[src/include/fdoa_pkg.sv]
`default_nettype none
package fdoa_pkg;
    // register offsets
    localparam logic [7:0] FDOA_ADDR_CONFIG  = 8'h02;
    localparam logic [7:0] FDOA_ADDR_FLAGS   = 8'h05;
    localparam logic [7:0] FDOA_ADDR_MASK    = 8'h06;
    localparam logic [7:0] FDOA_ADDR_START   = 8'h07;
    localparam logic [7:0] FDOA_ADDR_CEILING = 8'h08;
    localparam logic [7:0] FDOA_ADDR_TARGET  = 8'h09;
    localparam logic [7:0] FDOA_ADDR_NOW     = 8'h0a;
    // reset values
    localparam logic [7:0] FDOA_RST_CONFIG   = 8'h00;
    localparam logic [7:0] FDOA_RST_FLAGS    = 8'h00;
    localparam logic [7:0] FDOA_RST_MASK     = 8'h00;
    localparam logic [7:0] FDOA_RST_START    = 8'h60;
    localparam logic [7:0] FDOA_RST_CEILING  = 8'hf0;
    localparam logic [7:0] FDOA_RST_TARGET   = 8'h00;
    localparam logic [7:0] FDOA_RST_NOW      = 8'h00;
    // field positions
    localparam int FDOA_BIT_REMOTE    = 7;
    localparam int FDOA_BIT_LOCAL     = 6;
    localparam int FDOA_BIT_TIMEOUT   = 5;
    localparam int FDOA_BIT_INVERT    = 4;
    localparam int FDOA_BIT_FLOOR     = 3;
    localparam int FDOA_BIT_SPIN_DIS  = 2;
    // duty scale
    localparam logic [7:0] FDOA_FULL_SCALE = 8'hf0;
    localparam logic [7:0] FDOA_RAMP_STEP  = 8'h02;
    localparam logic [7:0] FDOA_PWM_SLOTS  = 8'hf0;
    // timing
    localparam int FDOA_CLK_MHZ       = 250;
    localparam int FDOA_RATE_UNIT_US  = 62500;
    localparam int FDOA_SPIN_UP_US    = 2000000;
    localparam int FDOA_SLOT_NS       = 126260;
    localparam int FDOA_RATE_UNIT_CYC = FDOA_RATE_UNIT_US * FDOA_CLK_MHZ;
    localparam int FDOA_SPIN_UP_CYC   = FDOA_SPIN_UP_US * FDOA_CLK_MHZ;
    localparam int FDOA_SLOT_CYC      = (FDOA_SLOT_NS * FDOA_CLK_MHZ) / 1000;

    typedef struct packed {
        logic       wr;
        logic       rd;
        logic [7:0] addr;
        logic [7:0] wdata;
    } fdoa_req_s;

    typedef enum logic [0:0] {
        FDOA_SPIN_IDLE,
        FDOA_SPIN_RUN
    } fdoa_spin_e;
endpackage
`default_nettype wire

[src/verilog/fdoa_pwm.sv]
`default_nettype none
module fdoa_pwm #(
    parameter int SLOT_CYCLES = fdoa_pkg::FDOA_SLOT_CYC
) (
    input  wire logic       clk,
    input  wire logic       srst,
    input  wire logic [7:0] duty,
    input  wire logic       invert,
    output var  logic       fan_drive_output
);
    import fdoa_pkg::*;

    logic [31:0] presc;
    logic [31:0] next_presc;
    logic [7:0]  slot;
    logic [7:0]  next_slot;
    logic        next_out;
    logic        active;

    always_comb begin
        next_presc = presc + 32'h0000_0001;
        next_slot  = slot;
        if (presc >= 32'(SLOT_CYCLES - 1)) begin
            next_presc = 32'h0000_0000;
            next_slot  = (slot >= FDOA_PWM_SLOTS - 8'h01) ? 8'h00 : slot + 8'h01;
        end
        active   = (duty >= FDOA_FULL_SCALE) || (slot < duty);
        next_out = invert ? active : ~active;
    end

    always_ff @(posedge clk) begin
        if (srst) begin
            presc            <= 32'h0000_0000;
            slot             <= 8'h00;
            fan_drive_output <= 1'b1;
        end else begin
            presc            <= next_presc;
            slot             <= next_slot;
            fan_drive_output <= next_out;
        end
    end
endmodule // fdoa_pwm
`default_nettype wire

[src/verilog/fdoa_top.sv]
// Overview of operation
// measurement sets flag bit 7 for remote fault, bit 6 for local fault.
// fault flags clear only when the host reads the flag register.
// reading the flag register releases the alert pin to high impedance.
// fault still present at next measurement sets flags and alert again.
// host reads a temperature register after reading the flag register.
// config bit 5 low enables bus timeout, high disables it.
// config bit 4 picks fan output level held at full duty.
// floor bit low: zero duty below threshold, start duty at threshold, then rising.
// floor bit high: start duty below threshold, rising above it.
// config bit 2 high disables spin-up, low allows normal spin-up.
// host writes zero to config bits 7 and 6; bits 1 and 0 ignored.
// mask bits 7 and 6 keep remote and local faults off the alert pin.
// full scale is 240; start duty above 240 means full duty.
// ceiling caps automatic duty, values above 240 mean full cap.
// manual mode ignores the ceiling register.
// automatic mode target holds duty computed from temperature and step size.
// nonzero rate setting ramps actual duty toward target gradually.
// manual mode host writes target duty directly, used as output target.
// instantaneous register reads the duty currently driven on the fan output.
// fan source bits both zero select manual mode, otherwise automatic.
// rate field zero makes actual duty follow target at once.
// unmasked channel over its limit drives the alert pin low.
// manual target writes above 240 are clipped to 240.
// fan output high time follows duty code over 240 slots per period; with config bit 4 low the output is low for the duty slots.
`default_nettype none
module fdoa_top #(
    parameter int RATE_UNIT_CYCLES = fdoa_pkg::FDOA_RATE_UNIT_CYC,
    parameter int SPIN_UP_CYCLES   = fdoa_pkg::FDOA_SPIN_UP_CYC,
    parameter int SLOT_CYCLES      = fdoa_pkg::FDOA_SLOT_CYC
) (
    input  wire logic                clk,
    input  wire logic                srst,
    input  wire fdoa_pkg::fdoa_req_s reg_req,
    output var  logic [7:0]          reg_rdata,
    input  wire logic                meas_done,
    input  wire logic                remote_over,
    input  wire logic                local_over,
    input  wire logic [1:0]          fan_source,
    input  wire logic                auto_below_start,
    input  wire logic [7:0]          auto_steps,
    input  wire logic [4:0]          step_duty,
    input  wire logic [2:0]          rate_code,
    input  wire logic                overheat_alert_n_i,
    output var  logic                overheat_alert_n_o,
    output var  logic                overheat_alert_n_oe,
    output var  logic                bus_timeout_en,
    output var  logic                fan_drive_output
);
    import fdoa_pkg::*;

    // register file
    logic [7:0] config_byte;
    logic [7:0] overtemp_fault_flags;
    logic [7:0] overtemp_alert_mask;
    logic [7:0] fan_start_duty;
    logic [7:0] fan_duty_ceiling;
    logic [7:0] fan_duty_target;
    logic [7:0] ramp_duty;
    logic [7:0] next_config_byte;
    logic [7:0] next_overtemp_fault_flags;
    logic [7:0] next_overtemp_alert_mask;
    logic [7:0] next_fan_start_duty;
    logic [7:0] next_fan_duty_ceiling;
    logic [7:0] next_fan_duty_target;
    logic [7:0] next_ramp_duty;
    logic [7:0] next_reg_rdata;
    logic       next_alert_oe;
    logic       next_timeout_en;

    // duty datapath
    logic       manual_mode;
    logic       flags_read;
    logic       remote_evt;
    logic       local_evt;
    logic       alert_evt;
    logic [7:0] start_eff;
    logic [7:0] ceil_eff;
    logic [15:0] raw_sum;
    logic [7:0] auto_target;
    logic [7:0] drive_duty;

    // ramp and spin-up timers
    logic [31:0] rate_cnt;
    logic [31:0] next_rate_cnt;
    logic [31:0] rate_period;
    logic        rate_tick;
    logic [31:0] spin_cnt;
    logic [31:0] next_spin_cnt;
    fdoa_spin_e  spin_state;
    fdoa_spin_e  next_spin_state;

    assign manual_mode = (fan_source == 2'b00);
    assign flags_read  = reg_req.rd && (reg_req.addr == FDOA_ADDR_FLAGS);
    assign remote_evt  = meas_done && remote_over;
    assign local_evt   = meas_done && local_over;
    assign alert_evt   = (remote_evt && !overtemp_alert_mask[FDOA_BIT_REMOTE])
                      || (local_evt && !overtemp_alert_mask[FDOA_BIT_LOCAL]);

    // automatic duty computation
    always_comb begin
        start_eff = (fan_start_duty > FDOA_FULL_SCALE) ? FDOA_FULL_SCALE : fan_start_duty;
        ceil_eff  = (fan_duty_ceiling > FDOA_FULL_SCALE) ? FDOA_FULL_SCALE
                                                         : fan_duty_ceiling;
        raw_sum   = {8'h00, start_eff} + (16'(auto_steps) * 16'(step_duty));
        if (auto_below_start) begin
            auto_target = config_byte[FDOA_BIT_FLOOR] ? start_eff : 8'h00;
        end else if (raw_sum > 16'(FDOA_FULL_SCALE)) begin
            auto_target = FDOA_FULL_SCALE;
        end else begin
            auto_target = raw_sum[7:0];
        end
        if (auto_target > ceil_eff) begin
            auto_target = ceil_eff;
        end
    end

    // register writes, flags and alert
    always_comb begin
        next_config_byte          = config_byte;
        next_overtemp_alert_mask  = overtemp_alert_mask;
        next_fan_start_duty       = fan_start_duty;
        next_fan_duty_ceiling     = fan_duty_ceiling;
        next_fan_duty_target      = fan_duty_target;
        next_overtemp_fault_flags = overtemp_fault_flags;
        next_alert_oe             = overheat_alert_n_oe;
        if (reg_req.wr) begin
            case (reg_req.addr)
                FDOA_ADDR_CONFIG:  next_config_byte = reg_req.wdata;
                FDOA_ADDR_MASK:    next_overtemp_alert_mask = reg_req.wdata;
                FDOA_ADDR_START:   next_fan_start_duty = reg_req.wdata;
                FDOA_ADDR_CEILING: next_fan_duty_ceiling = reg_req.wdata;
                default: ;
            endcase
        end
        if (manual_mode) begin
            if (reg_req.wr && reg_req.addr == FDOA_ADDR_TARGET) begin
                next_fan_duty_target = (reg_req.wdata > FDOA_FULL_SCALE) ? FDOA_FULL_SCALE
                                                                         : reg_req.wdata;
            end
        end else begin
            next_fan_duty_target = auto_target;
        end
        if (flags_read) begin
            next_overtemp_fault_flags = 8'h00;
            next_alert_oe             = 1'b0;
        end
        if (remote_evt) begin
            next_overtemp_fault_flags[FDOA_BIT_REMOTE] = 1'b1;
        end
        if (local_evt) begin
            next_overtemp_fault_flags[FDOA_BIT_LOCAL] = 1'b1;
        end
        if (alert_evt) begin
            next_alert_oe = 1'b1;
        end
        next_timeout_en = !config_byte[FDOA_BIT_TIMEOUT];
    end

    // read data
    always_comb begin
        case (reg_req.addr)
            FDOA_ADDR_CONFIG:  next_reg_rdata = config_byte;
            FDOA_ADDR_FLAGS:   next_reg_rdata = overtemp_fault_flags;
            FDOA_ADDR_MASK:    next_reg_rdata = overtemp_alert_mask;
            FDOA_ADDR_START:   next_reg_rdata = fan_start_duty;
            FDOA_ADDR_CEILING: next_reg_rdata = fan_duty_ceiling;
            FDOA_ADDR_TARGET:  next_reg_rdata = fan_duty_target;
            FDOA_ADDR_NOW:     next_reg_rdata = drive_duty;
            default:           next_reg_rdata = 8'h00;
        endcase
        if (!reg_req.rd) begin
            next_reg_rdata = reg_rdata;
        end
    end

    // ramp of actual duty toward target
    always_comb begin
        rate_period = 32'(RATE_UNIT_CYCLES) << (rate_code - 3'd1);
        rate_tick   = (rate_cnt >= rate_period - 32'h0000_0001);
        next_rate_cnt  = rate_tick ? 32'h0000_0000 : rate_cnt + 32'h0000_0001;
        next_ramp_duty = ramp_duty;
        if (rate_code == 3'b000) begin
            next_rate_cnt  = 32'h0000_0000;
            next_ramp_duty = fan_duty_target;
        end else if (rate_tick) begin
            if (fan_duty_target > ramp_duty + FDOA_RAMP_STEP) begin
                next_ramp_duty = ramp_duty + FDOA_RAMP_STEP;
            end else if (fan_duty_target + FDOA_RAMP_STEP < ramp_duty) begin
                next_ramp_duty = ramp_duty - FDOA_RAMP_STEP;
            end else begin
                next_ramp_duty = fan_duty_target;
            end
        end
    end

    // spin-up: full duty for a while when the fan starts from rest
    always_comb begin
        next_spin_state = spin_state;
        next_spin_cnt   = spin_cnt;
        case (spin_state)
            FDOA_SPIN_IDLE: begin
                if (ramp_duty == 8'h00 && next_ramp_duty != 8'h00
                    && !config_byte[FDOA_BIT_SPIN_DIS]) begin
                    next_spin_state = FDOA_SPIN_RUN;
                    next_spin_cnt   = 32'h0000_0000;
                end
            end
            FDOA_SPIN_RUN: begin
                next_spin_cnt = spin_cnt + 32'h0000_0001;
                if (spin_cnt >= 32'(SPIN_UP_CYCLES - 1) || ramp_duty == 8'h00
                    || config_byte[FDOA_BIT_SPIN_DIS]) begin
                    next_spin_state = FDOA_SPIN_IDLE;
                end
            end
            default: next_spin_state = FDOA_SPIN_IDLE;
        endcase
        drive_duty = (spin_state == FDOA_SPIN_RUN) ? FDOA_FULL_SCALE : ramp_duty;
    end

    always_ff @(posedge clk) begin
        if (srst) begin
            config_byte          <= FDOA_RST_CONFIG;
            overtemp_fault_flags <= FDOA_RST_FLAGS;
            overtemp_alert_mask  <= FDOA_RST_MASK;
            fan_start_duty       <= FDOA_RST_START;
            fan_duty_ceiling     <= FDOA_RST_CEILING;
            fan_duty_target      <= FDOA_RST_TARGET;
            ramp_duty            <= FDOA_RST_NOW;
            reg_rdata            <= 8'h00;
            overheat_alert_n_o   <= 1'b0;
            overheat_alert_n_oe  <= 1'b0;
            bus_timeout_en       <= 1'b1;
            rate_cnt             <= 32'h0000_0000;
            spin_cnt             <= 32'h0000_0000;
            spin_state           <= FDOA_SPIN_IDLE;
        end else begin
            config_byte          <= next_config_byte;
            overtemp_fault_flags <= next_overtemp_fault_flags;
            overtemp_alert_mask  <= next_overtemp_alert_mask;
            fan_start_duty       <= next_fan_start_duty;
            fan_duty_ceiling     <= next_fan_duty_ceiling;
            fan_duty_target      <= next_fan_duty_target;
            ramp_duty            <= next_ramp_duty;
            reg_rdata            <= next_reg_rdata;
            overheat_alert_n_o   <= 1'b0;
            overheat_alert_n_oe  <= next_alert_oe;
            bus_timeout_en       <= next_timeout_en;
            rate_cnt             <= next_rate_cnt;
            spin_cnt             <= next_spin_cnt;
            spin_state           <= next_spin_state;
        end
    end

    fdoa_pwm #(
        .SLOT_CYCLES(SLOT_CYCLES)
    ) u_pwm (
        .clk             (clk),
        .srst            (srst),
        .duty            (drive_duty),
        .invert          (config_byte[FDOA_BIT_INVERT]),
        .fan_drive_output(fan_drive_output)
    );
endmodule // fdoa_top
`default_nettype wire
[config.mk]
export PLATFORM = sky130hd
export DESIGN_NAME = fdoa_top
export DESIGN_NICKNAME = d
export VERILOG_FILES = /design/src/include/fdoa_pkg.sv /design/src/verilog/fdoa_pwm.sv /design/src/verilog/fdoa_top.sv
export SDC_FILE = /design/constraint.sdc
export NUM_CORES = 1
export LEC_CHECK = 0
export ABC_AREA = 1
export ABC_CLOCK_PERIOD_IN_PS = 5500
export BUFFER_PORTS_ARGS = -buffer_cell sky130_fd_sc_hd__buf_2
export CAP_MARGIN = 0
export CORE_MARGIN = 1
export CORE_UTILIZATION = 45
export CTS_CLUSTER_SIZE = 12
export DETAILED_ROUTE_END_ITERATION = 10
export PLACE_DENSITY = 0.74
export REMOVE_ABC_BUFFERS = 1
export SETUP_SLACK_MARGIN = 0.05
export SYNTH_ARGS = -nofsm -noshare
export SYNTH_HDL_FRONTEND = slang
export SYNTH_HIERARCHICAL = 1
export SYNTH_SLANG_ARGS = --single-unit
[constraint.sdc]
create_clock -name clk -period 5.5 [get_ports clk]
set_clock_uncertainty 0.1 [all_clocks]
set_input_delay 0.275 -clock clk [delete_from_list [all_inputs] [get_ports clk]]
set_output_delay 0.275 -clock clk [all_outputs]
set_load 0.02 [all_outputs]
==> results.toml <==
[routing]
drc = 0
ant_nets = 0
drtPass1Iterations = 6
via_per_inst = 5.16
wl_per_cell_um = 12.8
drt_iter0_drc = 817
drt_wl_total_um = 27900
num_vias = 11300

[clock_tree]
h-tree-depth = 4
clkSinkCount = 166
cts_max_path_buffers = 2
cts_buffers = 17
cts_tree = "yes"
root_buffer = "clkbuf_16"
clk_latency_ns = 0.45
clkTransAtPathRegs_ns = 0.08

[yosys]
synth_top_area_share = 0.278
ys_top_cells_by_area = "dfxtp_1, nand2_1, ha_1, inv_1, nor2_1"
yosys.area.top_type = "dfxtp_1"
muxShareOfSynthArea = 0
synthAdderAreaFrac = 0.147
synthSimpleGateAreaFrac = 0.316
yosysSeqAreaShare = 0.278
ys_warn_count = 6
yosysUniqueCellTypes = 56
synth_edf_count = 0
syn_inst = 1758
synth_top_family_by_area = "simple AND/OR/NAND/NOR gates"
ys_ff_latch = 166
avgSynthCellArea_um2 = 6.80
ys_async_sr_fraction = 0
synth-xor-area-share = 0.0300
synth_area_mm2 = 0.0120
ys.flop_type = "dfxtp_1"
synth_compound_area_frac = 0.118

[sta]
fmax_mhz = 190
postLayoutSetupSlackWorst_ns = 0.246
worst_pin_slew_ns = 1.01
setup-tns-final_ns = 0
setup_viol = 0
period_minus_slack_ns = 5.25
period_share = 0.955
slew_viol_final = 0
slew_headroom = 0.324
hold_violations = 0

[die]
placementRows = 59
io_pins = 55
initial_utilization = 0.459
die_w_um = 165
fp.dieArea_mm2 = 0.0272
core_mm2 = 0.0261
die_h_um = 165

[grt]
grt_pass1_wl_um = 47000
grt_max_degree = 54
grtUsageTotal = 0.213
grt_pass1_vias = 10300
antenna_found_initial = 1
gr-total-overflow = 0

[critical_path]
worstPathMaxFanout = 8
cp_top_family = "adder cells"
regToRegStartpoint = "fan_start_duty[7]$_SDFFE_PP0P_"
critical_path_class = "flop to flop"
cp-end-kind = "flop"
critPathMaxStageDelay_ns = 0.57
worst-path-stages = 33
rr_worst_depth = 33
cpMostUsedCell = "nand2_1"
path_buf_inv = 6
critical-path-slowest-cell = "fa_2"
crit_required_ns = 5.72
worstPathArrival_ns = 5.48
startpoint = "fan_start_duty[7]$_SDFFE_PP0P_"
crit_path_start_kind = "flop"

[place]
post_dp_cell_area_mm2 = 0.0126
dp_hpwl_um = 21100
port_buffers = 52
place_ws_ns = 0.00272
place.gp.congestion = 0.922

[worst_hold_path]
min_path_cells = 3
worstHoldPathType = "input pin to flop"
hp-start = "meas_done"

[layout]
area_growth_pct = 13.3
layout.cell_area.non_filler_mm2 = 0.0135
final_nets = 2004
multi_input_area_mm2 = 0.00756
drive_above_1_share = 0.111
fillerInstances = 2507
seq_area_mm2 = 0.00333

[outcome]
outcome = "completed"

[run]
max-cap-violations = 0

[pwr]
ir_drop_mv = 0.177
power_leakage_nw = 6.30
power_mw = 3.37
power.density_mw_per_mm2 = 249
==> registers in the layout, indices dropped and copies added, names as in the netlist <==
name                    cells
u_pwm/slot                  8
config_byte                 8
fan_duty_target             8
reg_rdata                   8
fan_start_duty              8
fan_duty_ceiling            8
spin_cnt                   32
u_pwm/fan_drive_output      1
overheat_alert_n_oe         1
u_pwm/presc                32
rate_cnt                   32
ramp_duty                   8
overtemp_fault_flags        2
spin_state                  1
overtemp_alert_mask         8
bus_timeout_en              1
==> kinds of logic (layout without fill, tap and decap cells) <==
| logic type | after synthesis | count (layout) |
|---|---|---|
| other | 3 | 20 |
| DFF | 166 | 166 |
| adders and majority gates | 125 | 125 |
| and+or+nand+nor | 834 | 834 |
| AOI/OAI and AO/OA | 252 | 252 |
| buffers and inverters | 337 | 412 |
| xor gates and xnor gates | 41 | 41 |
==> routing by layer <==
metal | global-route usage | up-vias | share of wire
met4 | 0.0730 | 0 | 0.024
met2 | 0.353 | 321 | 0.47
met5 | 0 | - | 0
met3 | 0.0354 | 54 | 0.048
li1 | - | 5774 | -
met1 | 0.280 | 5123 | 0.46
==> cell type report <==
| cell class | count | area share |
|---|---|---|
| tap | 335 | 0.0309 |
| sequential | 166 | 0.246 |
| timing repair buffer | 80 | 0.0356 |
| clock inverter | 15 | 0.0146 |
| clock buffer | 17 | 0.0314 |
| inverter | 300 | 0.0831 |
| multi-input combinational | 1271 | 0.558 |
| antenna | 1 | 0.000185 |
==> worst reg2reg max path: cells and delay by family, from the launching register on <==
family / cells / cell delay [ns]
AO/OA/AOI/OAI: 6 / 0.62
XOR/XNOR: 1 / 0.16
adder cells (fa/ha/maj): 5 / 1.77
buffers and inverters: 6 / 0.59
flip-flops: 1 / 0.38
AND/OR/NAND/NOR: 15 / 1.49
==> power breakdown <==
part / internal (mW) / switching [mW] / total [mW]
combinational: 0.336 / 0.552 / 0.887
clock: 0.624 / 0.604 / 1.23
sequential: 1.23 / 0.0275 / 1.25
total: 2.19 / 1.18 / 3.37
==> cell usage after synthesis (4+ instances only) <==
cell / n
nor2_2: 18
xnor2_1: 12
o211ai_1: 8
nor3_1: 18
o22ai_1: 8
inv_2: 4
ha_1: 99
o31ai_1: 5
fa_1: 26
nand3_1: 103
o21ai_1: 5
clkbuf_1: 26
buf_2: 5
xor2_1: 29
nand2_2: 5
a21oi_1: 121
buf_6: 5
nand2_1: 424
nor2_1: 167
nor2_4: 5
nor3_2: 4
a31oi_1: 6
dfxtp_1: 166
or2_2: 6
a21o_1: 5
inv_1: 294
or2_0: 4
nand3b_1: 4
nand4_1: 40
a211oi_1: 10
nor3b_1: 8
o21ai_0: 69
nor4_1: 8
==> timing repair <==
item,in CTS,in global routing
setup endpoints to repair,1,8
resized for setup,2,49
hold endpoints to repair,2,0
buffers inserted,0,7
pin swaps,1,21
hold buffers,3,0
==> per-stage QoR <==
step / cells / hold WS, ns / util
after detailed placement: 2142 / 0.341 / 0.485
after global placement: 2142 / 0.330 / 0.485
after CTS: 2177 / 0.00476 / 0.511
after global routing: 2185 / 0.0252 / 0.520
final: 2185 / 0.0231 / 0.520
after floorplan: 1737 / 0.237 / -
==> layout by cell type (no fill, tap or decap), types with 5 or more instances in the layout <==
master,n
nor2_1,164
nand4_1,40
o22ai_1,8
dfxtp_1,162
a21oi_1,117
nor2_4,7
nand3_1,101
clkinv_8,6
a211oi_1,10
nor2_2,19
xor2_1,29
o21ai_1,10
nand3_2,5
nor3b_1,8
inv_2,9
inv_1,289
o31ai_1,5
nor3_1,18
nand2_2,8
ha_1,91
a21o_1,5
fa_1,24
buf_4,24
buf_2,52
o211ai_1,8
o21ai_0,62
nand2_1,420
a31oi_1,6
ha_4,7
conb_1,19
xnor2_1,12
nor4_1,8
clkbuf_16,17
or2_2,6
==> path summary, 6_finish.rpt <==
| kind | to | slack (ns) |
|---|---|---|
| worst max-delay path | fan_duty_target[4]$_SDFFE_PP0P_ | 0.25 |
| worst max register to register | fan_duty_target[4]$_SDFFE_PP0P_ | 0.25 |
| worst min register to register | u_pwm/presc[0]$_SDFF_PP0_ | 0.35 |
| worst min-delay path | overtemp_fault_flags[6]$_SDFFE_PP0P_ | 0.02 |
Power figures use the tool's default switching activity.
